[src/inc/claim_pkg.sv]
// Purpose: Shared constants for the network-management link of the tilt node.
// Assumes: 25 MHz core clock; frames carried as 29-bit identifier plus 8 bytes.
// Notes: Identifier layout is priority, two zero bits, PDU format, PDU specific, source.
package claim_pkg;
    // ============================================================
    // Timing
    localparam int CLK_HZ = 25_000_000;
    localparam int STARTUP_MS = 500;
    localparam int STARTUP_CYCLES = CLK_HZ / 1000 * STARTUP_MS;
    localparam int PERIOD_MS = 10;
    localparam int PERIOD_CYCLES = CLK_HZ / 1000 * PERIOD_MS;
    // ============================================================
    // Identifier fields
    localparam logic [2:0] PRIO_CLAIM = 3'h6;
    localparam logic [2:0] PRIO_CTRL = 3'h4;
    localparam logic [7:0] PF_CLAIM = 8'hEE;
    localparam logic [7:0] PF_REQUEST = 8'hEA;
    localparam logic [7:0] PF_PROP_B = 8'hFF;
    localparam logic [7:0] PS_GLOBAL = 8'hFF;
    localparam logic [7:0] PS_SERIAL = 8'h52;
    localparam logic [7:0] PS_DATA = 8'h53;
    localparam logic [7:0] PS_CONTROL = 8'h54;
    // ============================================================
    // Addresses
    localparam logic [7:0] SA_UNINIT = 8'hC0;
    localparam logic [7:0] SA_MIN = 8'h80;
    localparam logic [7:0] SA_MAX = 8'hF7;
    // ============================================================
    // Command codes
    localparam logic [7:0] CMD_SERIAL = 8'h00;
    localparam logic [7:0] CMD_SET_SA = 8'h01;
    localparam logic [7:0] CMD_WAIT = 8'h02;
    localparam logic [7:0] CMD_RESUME = 8'h03;
    localparam logic [7:0] FILL_UNUSED = 8'hFF;
    // ============================================================
    // Claim payload constants
    localparam logic [7:0] NAME_INSTANCE = 8'h00;
    localparam logic [7:0] NAME_FUNCTION = 8'h88;
    localparam logic [7:0] NAME_VSYS = 8'h00;
    localparam logic [7:0] NAME_BYTE7 = 8'h30;

    function automatic logic [28:0] make_id(logic [2:0] p, logic [7:0] pf, logic [7:0] ps,
                                            logic [7:0] sa);
        make_id = {p, 2'h0, pf, ps, sa};
    endfunction
endpackage

[src/inc/claim_if.sv]
// Purpose: Frame link between the node's network logic and the bus master logic.
// Assumes: One clock; each frame is held valid until it is taken with ready high.
// Notes: Both directions carry a 29-bit identifier and eight payload bytes.
interface claim_if;
    logic up_valid;
    logic up_ready;
    logic [28:0] up_id;
    logic [63:0] up_data;
    logic dn_valid;
    logic dn_ready;
    logic [28:0] dn_id;
    logic [63:0] dn_data;
    modport node (output up_valid, output up_id, output up_data, input up_ready,
                  input dn_valid, input dn_id, input dn_data, output dn_ready);
    modport master (input up_valid, input up_id, input up_data, output up_ready,
                    output dn_valid, output dn_id, output dn_data, input dn_ready);
endinterface

[src/logic/tilt_node.sv]
// Purpose: Node end: address claim, control command decode, periodic broadcast.
// Assumes: Serial value and data payload come from same-clock logic.
// Notes: Non-volatile store is a write strobe with the new address; the
//        stored address is loaded at reset release through NV_SA_VALID.

// Function
// - Claim once after 500 ms, then on request
// - Claim id: priority 6, EE, FF, own SA
// - Serial bits 0-20 in bytes 0-2
// - Maker code bits in byte 2 and 3
// - Byte 4 is zero
// - Byte 5 is function 136
// - Byte 6 is zero
// - Byte 7 holds industry group 3
// - Byte 7 bit 7 cleared, not arbitrary
// - Request EA to own SA gets claim
// - Request bytes: requestor, EA, target SA
// - Commands only on 0x10FF54 identifier
// - Byte 0 is the command code
// - Code 00 sends serial-number frame
// - Code 01 stores new SA in NVM
// - Code 02 silences broadcasts and answers
// - Code 03 resumes broadcasts and answers
// - Master learns serials, assigns distinct addresses
// - SA C0 uninitialised, range 80 to F7
// - Data frame PS 53 every 10 ms
module tilt_node #(
    parameter logic [10:0] MAKER_CODE = 11'h123, // Value is arbitrary.
    parameter int STARTUP_CNT = claim_pkg::STARTUP_CYCLES,
    parameter int PERIOD_CNT = claim_pkg::PERIOD_CYCLES
) (
    input wire logic CORE_CLK,
    input wire logic RST,
    claim_if.node LINK,
    input wire logic [20:0] SERIAL_NUM,
    input wire logic [63:0] SERIAL_FRAME,
    input wire logic [63:0] DATA_FRAME,
    input wire logic [7:0] NV_SA,
    input wire logic NV_SA_VALID,
    output logic NV_WRITE,
    output logic [7:0] NV_WDATA,
    output logic [7:0] SOURCE_ADDR,
    output logic SILENT
);
    import claim_pkg::*;
    // ============================================================
    // Types and state
    typedef enum logic [2:0] {
        ST_BOOT = 3'b001,
        ST_RUN = 3'b010,
        ST_QUIET = 3'b100
    } node_e;

    node_e state_reg;
    logic [31:0] boot_cnt_reg;
    logic [31:0] tick_cnt_reg;
    logic claim_pend_reg;
    logic serial_pend_reg;
    logic data_pend_reg;
    logic [7:0] sa_reg;
    logic sa_loaded_reg;
    logic dn_ready_reg;

    logic tx_free;
    logic tx_load;
    logic [28:0] tx_id;
    logic [63:0] tx_data;
    logic [63:0] claim_data;

    logic rx_take;
    logic is_request;
    logic is_control;
    logic [7:0] cmd;

    // ============================================================
    // Receive decode
    assign rx_take = LINK.dn_valid && dn_ready_reg;
    assign is_request = LINK.dn_id[28:26] == PRIO_CLAIM && LINK.dn_id[23:16] == PF_REQUEST
        && LINK.dn_id[15:8] == sa_reg && LINK.dn_data[15:8] == PF_REQUEST
        && LINK.dn_data[23:16] == sa_reg;
    assign is_control = LINK.dn_id[28:8] == {PRIO_CTRL, 2'h0, PF_PROP_B, PS_CONTROL};
    assign cmd = LINK.dn_data[7:0];

    always_ff @(posedge CORE_CLK or posedge RST) begin
        if (RST) begin
            dn_ready_reg <= 1'b0;
        end else begin
            dn_ready_reg <= 1'b1;
        end
    end

    // ============================================================
    // Mode control
    always_ff @(posedge CORE_CLK or posedge RST) begin
        if (RST) begin
            state_reg <= ST_BOOT;
            boot_cnt_reg <= 32'h0;
        end else begin
            case (state_reg)
                ST_BOOT: begin
                    if (boot_cnt_reg == 32'(STARTUP_CNT - 1)) begin
                        state_reg <= ST_RUN;
                    end else begin
                        boot_cnt_reg <= boot_cnt_reg + 32'h1;
                    end
                end
                ST_RUN: begin
                    if (rx_take && is_control && cmd == CMD_WAIT) begin
                        state_reg <= ST_QUIET;
                    end
                end
                ST_QUIET: begin
                    if (rx_take && is_control && cmd == CMD_RESUME) begin
                        state_reg <= ST_RUN;
                    end
                end
                default: state_reg <= ST_BOOT;
            endcase
        end
    end

    // ============================================================
    // Source address and non-volatile store
    always_ff @(posedge CORE_CLK or posedge RST) begin
        if (RST) begin
            sa_reg <= SA_UNINIT;
            sa_loaded_reg <= 1'b0;
            NV_WRITE <= 1'b0;
            NV_WDATA <= 8'h0;
        end else begin
            NV_WRITE <= 1'b0;
            if (!sa_loaded_reg) begin
                sa_loaded_reg <= 1'b1;
                if (NV_SA_VALID && NV_SA >= SA_MIN && NV_SA <= SA_MAX) begin
                    sa_reg <= NV_SA;
                end
            end else if (rx_take && is_control && cmd == CMD_SET_SA && state_reg != ST_QUIET
                         && LINK.dn_data[15:8] >= SA_MIN && LINK.dn_data[15:8] <= SA_MAX) begin
                sa_reg <= LINK.dn_data[15:8];
                NV_WRITE <= 1'b1;
                NV_WDATA <= LINK.dn_data[15:8];
            end
        end
    end

    // ============================================================
    // Pending transmissions; a new cause wins over the clear.
    always_ff @(posedge CORE_CLK or posedge RST) begin
        if (RST) begin
            claim_pend_reg <= 1'b0;
            serial_pend_reg <= 1'b0;
            data_pend_reg <= 1'b0;
            tick_cnt_reg <= 32'h0;
        end else begin
            if (state_reg == ST_BOOT && boot_cnt_reg == 32'(STARTUP_CNT - 1)) begin
                claim_pend_reg <= 1'b1;
            end else if (rx_take && is_request && state_reg == ST_RUN) begin
                claim_pend_reg <= 1'b1;
            end else if (tx_load && tx_id[23:16] == PF_CLAIM) begin
                claim_pend_reg <= 1'b0;
            end
            if (rx_take && is_control && cmd == CMD_SERIAL && state_reg == ST_RUN) begin
                serial_pend_reg <= 1'b1;
            end else if (tx_load && tx_id[15:8] == PS_SERIAL) begin
                serial_pend_reg <= 1'b0;
            end
            if (state_reg == ST_RUN && tick_cnt_reg == 32'(PERIOD_CNT - 1)) begin
                tick_cnt_reg <= 32'h0;
                data_pend_reg <= 1'b1;
            end else begin
                if (state_reg == ST_RUN) begin
                    tick_cnt_reg <= tick_cnt_reg + 32'h1;
                end
                if (state_reg == ST_QUIET) begin
                    data_pend_reg <= 1'b0;
                end else if (tx_load && tx_id[15:8] == PS_DATA) begin
                    data_pend_reg <= 1'b0;
                end
            end
        end
    end

    // ============================================================
    // Frame selection, claim first
    assign claim_data = {NAME_BYTE7, NAME_VSYS, NAME_FUNCTION, NAME_INSTANCE,
                         MAKER_CODE[10:3], MAKER_CODE[2:0], SERIAL_NUM};

    always_comb begin
        tx_load = 1'b0;
        tx_id = 29'h0;
        tx_data = 64'h0;
        if (tx_free && state_reg != ST_QUIET) begin
            if (claim_pend_reg) begin
                tx_load = 1'b1;
                tx_id = make_id(PRIO_CLAIM, PF_CLAIM, PS_GLOBAL, sa_reg);
                tx_data = claim_data;
            end else if (serial_pend_reg) begin
                tx_load = 1'b1;
                tx_id = make_id(PRIO_CTRL, PF_PROP_B, PS_SERIAL, sa_reg);
                tx_data = SERIAL_FRAME;
            end else if (data_pend_reg) begin
                tx_load = 1'b1;
                tx_id = make_id(PRIO_CTRL, PF_PROP_B, PS_DATA, sa_reg);
                tx_data = DATA_FRAME;
            end
        end
    end

    frame_tx_hold u_hold (
        .CORE_CLK(CORE_CLK),
        .RST(RST),
        .load(tx_load),
        .load_id(tx_id),
        .load_data(tx_data),
        .free(tx_free),
        .valid_reg(LINK.up_valid),
        .id_reg(LINK.up_id),
        .data_reg(LINK.up_data),
        .ready(LINK.up_ready)
    );

    assign LINK.dn_ready = dn_ready_reg;

    always_ff @(posedge CORE_CLK or posedge RST) begin
        if (RST) begin
            SOURCE_ADDR <= SA_UNINIT;
            SILENT <= 1'b0;
        end else begin
            SOURCE_ADDR <= sa_reg;
            SILENT <= state_reg == ST_QUIET;
        end
    end
endmodule

[src/logic/frame_tx_hold.sv]
// Purpose: One-frame holding stage that keeps a frame until the link takes it.
// Assumes: Loader only loads when free is high.
// Notes: Valid, id and data outputs are registered; free is combinational.
module frame_tx_hold (
    input wire logic CORE_CLK,
    input wire logic RST,
    input wire logic load,
    input wire logic [28:0] load_id,
    input wire logic [63:0] load_data,
    output logic free,
    output logic valid_reg,
    output logic [28:0] id_reg,
    output logic [63:0] data_reg,
    input wire logic ready
);
    assign free = !valid_reg || ready;

    always_ff @(posedge CORE_CLK or posedge RST) begin
        if (RST) begin
            valid_reg <= 1'b0;
        end else if (load && free) begin
            valid_reg <= 1'b1;
        end else if (ready) begin
            valid_reg <= 1'b0;
        end
    end

    always_ff @(posedge CORE_CLK or posedge RST) begin
        if (RST) begin
            id_reg <= 29'h0;
            data_reg <= 64'h0;
        end else if (load && free) begin
            id_reg <= load_id;
            data_reg <= load_data;
        end
    end
endmodule

[src/flat_wrapper.sv]
// flat-port wrapper written by rule: the top's interface ports become plain ports
module tilt_node_flat import claim_pkg::*;
#(
    parameter logic [10:0] MAKER_CODE = 11'h123,                       
    parameter int STARTUP_CNT = claim_pkg::STARTUP_CYCLES,
    parameter int PERIOD_CNT = claim_pkg::PERIOD_CYCLES
)
  (CORE_CLK, RST, SERIAL_NUM, SERIAL_FRAME, DATA_FRAME, NV_SA, NV_SA_VALID, NV_WRITE, NV_WDATA, SOURCE_ADDR, SILENT, LINK_up_valid, LINK_up_id, LINK_up_data, LINK_up_ready, LINK_dn_valid, LINK_dn_id, LINK_dn_data, LINK_dn_ready);
  claim_if LINK_i ();
  input wire logic CORE_CLK;
  input wire logic RST;
  input wire logic [20:0] SERIAL_NUM;
  input wire logic [63:0] SERIAL_FRAME;
  input wire logic [63:0] DATA_FRAME;
  input wire logic [7:0] NV_SA;
  input wire logic NV_SA_VALID;
  output logic NV_WRITE;
  output logic [7:0] NV_WDATA;
  output logic [7:0] SOURCE_ADDR;
  output logic SILENT;
  output wire logic [$bits(LINK_i.up_valid)-1:0] LINK_up_valid;
  output wire logic [$bits(LINK_i.up_id)-1:0] LINK_up_id;
  output wire logic [$bits(LINK_i.up_data)-1:0] LINK_up_data;
  input wire logic [$bits(LINK_i.up_ready)-1:0] LINK_up_ready;
  input wire logic [$bits(LINK_i.dn_valid)-1:0] LINK_dn_valid;
  input wire logic [$bits(LINK_i.dn_id)-1:0] LINK_dn_id;
  input wire logic [$bits(LINK_i.dn_data)-1:0] LINK_dn_data;
  output wire logic [$bits(LINK_i.dn_ready)-1:0] LINK_dn_ready;
  assign LINK_up_valid = LINK_i.up_valid;
  assign LINK_up_id = LINK_i.up_id;
  assign LINK_up_data = LINK_i.up_data;
  assign LINK_i.up_ready = LINK_up_ready;
  assign LINK_i.dn_valid = LINK_dn_valid;
  assign LINK_i.dn_id = LINK_dn_id;
  assign LINK_i.dn_data = LINK_dn_data;
  assign LINK_dn_ready = LINK_i.dn_ready;
  tilt_node #(.MAKER_CODE(MAKER_CODE), .STARTUP_CNT(STARTUP_CNT), .PERIOD_CNT(PERIOD_CNT)) u_core (.CORE_CLK(CORE_CLK), .RST(RST), .LINK(LINK_i), .SERIAL_NUM(SERIAL_NUM), .SERIAL_FRAME(SERIAL_FRAME), .DATA_FRAME(DATA_FRAME), .NV_SA(NV_SA), .NV_SA_VALID(NV_SA_VALID), .NV_WRITE(NV_WRITE), .NV_WDATA(NV_WDATA), .SOURCE_ADDR(SOURCE_ADDR), .SILENT(SILENT));
endmodule
[config.mk]
export PLATFORM = sky130hd
export DESIGN_NAME = tilt_node_flat
export DESIGN_NICKNAME = d
export VERILOG_FILES = /design/src/inc/claim_pkg.sv /design/src/inc/claim_if.sv /design/src/logic/tilt_node.sv /design/src/logic/frame_tx_hold.sv /design/src/flat_wrapper.sv
export SDC_FILE = /design/constraint.sdc
export NUM_CORES = 1
export LEC_CHECK = 0
export BUFFER_PORTS_ARGS = -buffer_cell sky130_fd_sc_hd__buf_2
export CORE_MARGIN = 10
export CORE_UTILIZATION = 45
export CTS_CLUSTER_DIAMETER = 150
export CTS_CLUSTER_SIZE = 24
export DETAILED_ROUTE_END_ITERATION = 6
export GPL_TIMING_DRIVEN = 0
export PLACE_DENSITY = 0.88
export SYNTH_ARGS = -nofsm -noshare
export SYNTH_HDL_FRONTEND = slang
export SYNTH_SLANG_ARGS = --single-unit
[constraint.sdc]
create_clock -name CORE_CLK -period 6.6 [get_ports CORE_CLK]
set_clock_uncertainty 0.15 [all_clocks]
set_input_delay 0.33 -clock CORE_CLK [delete_from_list [all_inputs] [get_ports CORE_CLK]]
set_output_delay 0.33 -clock CORE_CLK [all_outputs]
set_load 0.05 [all_outputs]
==> results.cfg <==
[outcome]
status = completed

[clocking]
clockBufferDepth = 2
cts_root_buf = clkbuf_16
cts_tree = done
cts_sinks = 174
clk_pin_slew_ns = 0.07
cts_buffers = 17
clk_latency_ns = 0.43
cts_resized = 0
cts_max_level = 4

[global_route]
gr-usage-all-layers_pct = 22.1
antenna_found_initial = 3
grt_max_degree = 135
grt-ovfl-total = 0
grt_pass1_wl_um = 43700
grt_pass1_vias = 7998

[synth]
synthCells = 859
yosysUniqueCellTypes = 58
yosysSeqAreaShare_pct = 50.5
synth_top_area_share_pct = 48.9
yosysMostFrequentCell = dfrtp_1
synthMuxAreaShare_pct = 3.91
netlist_top_cells_count = dfrtp_1 (169), nand2_1 (88), nor2_1 (71)
synth_compound_gate_area_share_pct = 16.8
yosys.area.top_type = dfrtp_1
ys.flop_type = dfrtp_1
synth_xor_xnor_area_share_pct = 6.08
syn_avg_cell_area_um2 = 10.1
syn_area_um2 = 8640
async_reset_ff_share_pct = 100
synth_area_leaders = dfrtp_1 (49%), a22oi_1 (5.6%), mux2_2 (3.9%)
synth_top_family_by_area = simple AND/OR/NAND/NOR gates
ys.warnings.count = 0
synth-edff-count = 0
synth-simple-area-share_pct = 18.2
synthAdderAreaFrac_pct = 0.290
ys_ff_latch = 174

[sta]
finalHoldViolCount = 0
setup_viol = 0
post-route-period-util_pct = 42.2
worst_pin_slew_ns = 0.859
final_max_slew_viol_count = 0
layout_setup_ws_ns = 3.81
fmaxAchievable_ghz = 0.359
relSlewSlack_pct = 42.5
finalCriticalPeriod_ns = 2.79
rsz0062_at_grt = no
setup_tns_ns = 0

[route]
drtPass1Iterations = 5
drt_iter0_drc = 568
post-route-drc-count = 0
viasPerCell = 5.58
vias = 8096
antenna_left = 0
drt-total-wl_um = 29500
wl_per_cell_um = 20.3

[hold_path]
holdPathStages = 2
holdPathEnd = u_core.NV_WDATA[5]$_DFFE_PP0P_
hp-start = LINK_dn_data[13]
hold_path_class = in -> reg

[final_layout]
drive_gt1_share_pct = 34.8
nets = 1457
area_growth_pct = 29.8
largest_reg_flops = 64

[setup_path]
cp.required_ns = 6.82
worstPathCellList = nor3b_2 > nand2b_1 > clkbuf_1 > clkbuf_1 > nand2_1 > nand3_1
end_kind = flip-flop
start_kind = flip-flop
cpMaxStageDelayCell = nor3b_2
crit_top_cell = clkbuf_1
cp_slowest_stage_delay_ns = 0.59
worst_r2r_path_depth = 6
worstPathArrival_ns = 3.00
cp_num_buf_inv = 2
r2r_start = u_core.state_reg[1]$_DFFE_PP0P_
r2r-end = u_core.claim_pend_reg$_DFFE_PP0P_
worstSetupPathType = reg -> reg
critical-path-top-delay-family = simple AND/OR/NAND/NOR gates
rrSetupSlack_ns = 3.81
worst-path-max-fanout = 10

[pwr]
power.leakage_nw = 5.39
p_per_area_nw_per_um2 = 215
total_power_w = 0.00241
vdd_ir_drop_max_mv = 0.218

[placed_design]
dpl_worst_slack_ns = 3.82
numPortBuffers = 315
place.gp.congestion = 0.994
hpwl_um = 22800

[floorplan]
design.core.area_um2 = 18800
die_area_um2 = 25100
fp.dieH_um = 159
die_x_um = 159
initial_utilization_pct = 46.0
rows = 50
io_pins = 368

[run]
cap_violations = 0
worst reg2reg max path: cells and delay by family (launching register included):
| kind | cells | cell delay [ns] |
|---|---|---|
| buffers and inverters | 2 | 0.96 |
| flip-flops | 1 | 0.41 |
| AND/OR/NAND/NOR | 4 | 1.20 |
metal layers:
| metal | global-route usage [%] | wire [um] | vias to the layer above | share of wire [%] |
|---|---|---|---|---|
| li1 | - | - | 3787 | - |
| met1 | 27.7 | 11900 | 3917 | 40 |
| met2 | 37.1 | 14500 | 360 | 49 |
| met3 | 5.75 | 2600 | 32 | 8.8 |
| met4 | 5.38 | 493 | 0 | 1.7 |
| met5 | 0 | 0 | - | 0 |
kinds of logic after synthesis:
kind of cell,after synthesis
and+or+nand+nor,299
DFF,174
other,2
buffers and inverters,76
muxes,30
AOI/OAI and AO/OA,216
xor gates and xnor gates,60
adders and majority gates,2
through the flow:
stage               hold slack, ns  instances  cell area (um^2)  util (%)
finish                      0.0210       1450             11200      59.8
CTS                        0.00186       1447             11200      59.7
global route                0.0208       1450             11200      59.8
global placement             0.239       1410             10500      56.0
detailed placement           0.187       1411             10600      56.2
floorplan                    0.218        861              8650         -
power breakdown:
group	internal (W)	switching, W
logic	0.0000857	0.000151
registers	0.00110	0.0000264
clock network	0.000549	0.000494
timing repair:
action                    in CTS  in global routing
setup buffers                  0                  0
hold endpoints to repair      43                  0
hold buffers                   4                  0
worst max-delay path by stage:
stage	from	endpoint	cells after the start
floorplan	RST	u_core.LINK.dn_ready$_DFF_PP0_	1
global placement	RST	u_core.u_hold.data_reg[57]$_DFFE_PP0P_	2
detailed placement	u_core.state_reg[1]$_DFFE_PP0P_	u_core.claim_pend_reg$_DFFE_PP0P_	6
CTS	u_core.state_reg[1]$_DFFE_PP0P_	u_core.claim_pend_reg$_DFFE_PP0P_	6
global route	u_core.state_reg[1]$_DFFE_PP0P_	u_core.claim_pend_reg$_DFFE_PP0P_	6
finish	u_core.state_reg[1]$_DFFE_PP0P_	u_core.claim_pend_reg$_DFFE_PP0P_	6
final cells by class:
class                           instances  area (um^2)
Tap cell                              234          293
Antenna cell                            3         7.51
Clock buffer                           17          425
Timing Repair Buffer                  320         1640
Clock inverter                         15          193
Fill cell                            1530         7550
Inverter                               10         45.0
Multi-Input combinational cell        611         3930
Sequential cell                       174         4360
Buffer                                 66          317
placed cells by master, fill, tap and decap left out, types with 9 or more instances in the layout:
cell type and count:
a21oi_1 33, a22o_1 35, a22oi_1 64, and3_1 15
buf_2 319, buf_4 17, clkbuf_1 43, clkbuf_16 17
dfrtp_1 169, inv_1 9, mux2_2 30, nand2_1 88
nand3_1 31, nand4_1 21, nor2_1 71, nor3_1 12
nor4_1 9, o21ai_0 60, o22a_1 9, xnor2_1 26
xor2_1 34
Note: power is estimated with default switching activity, not from simulation.
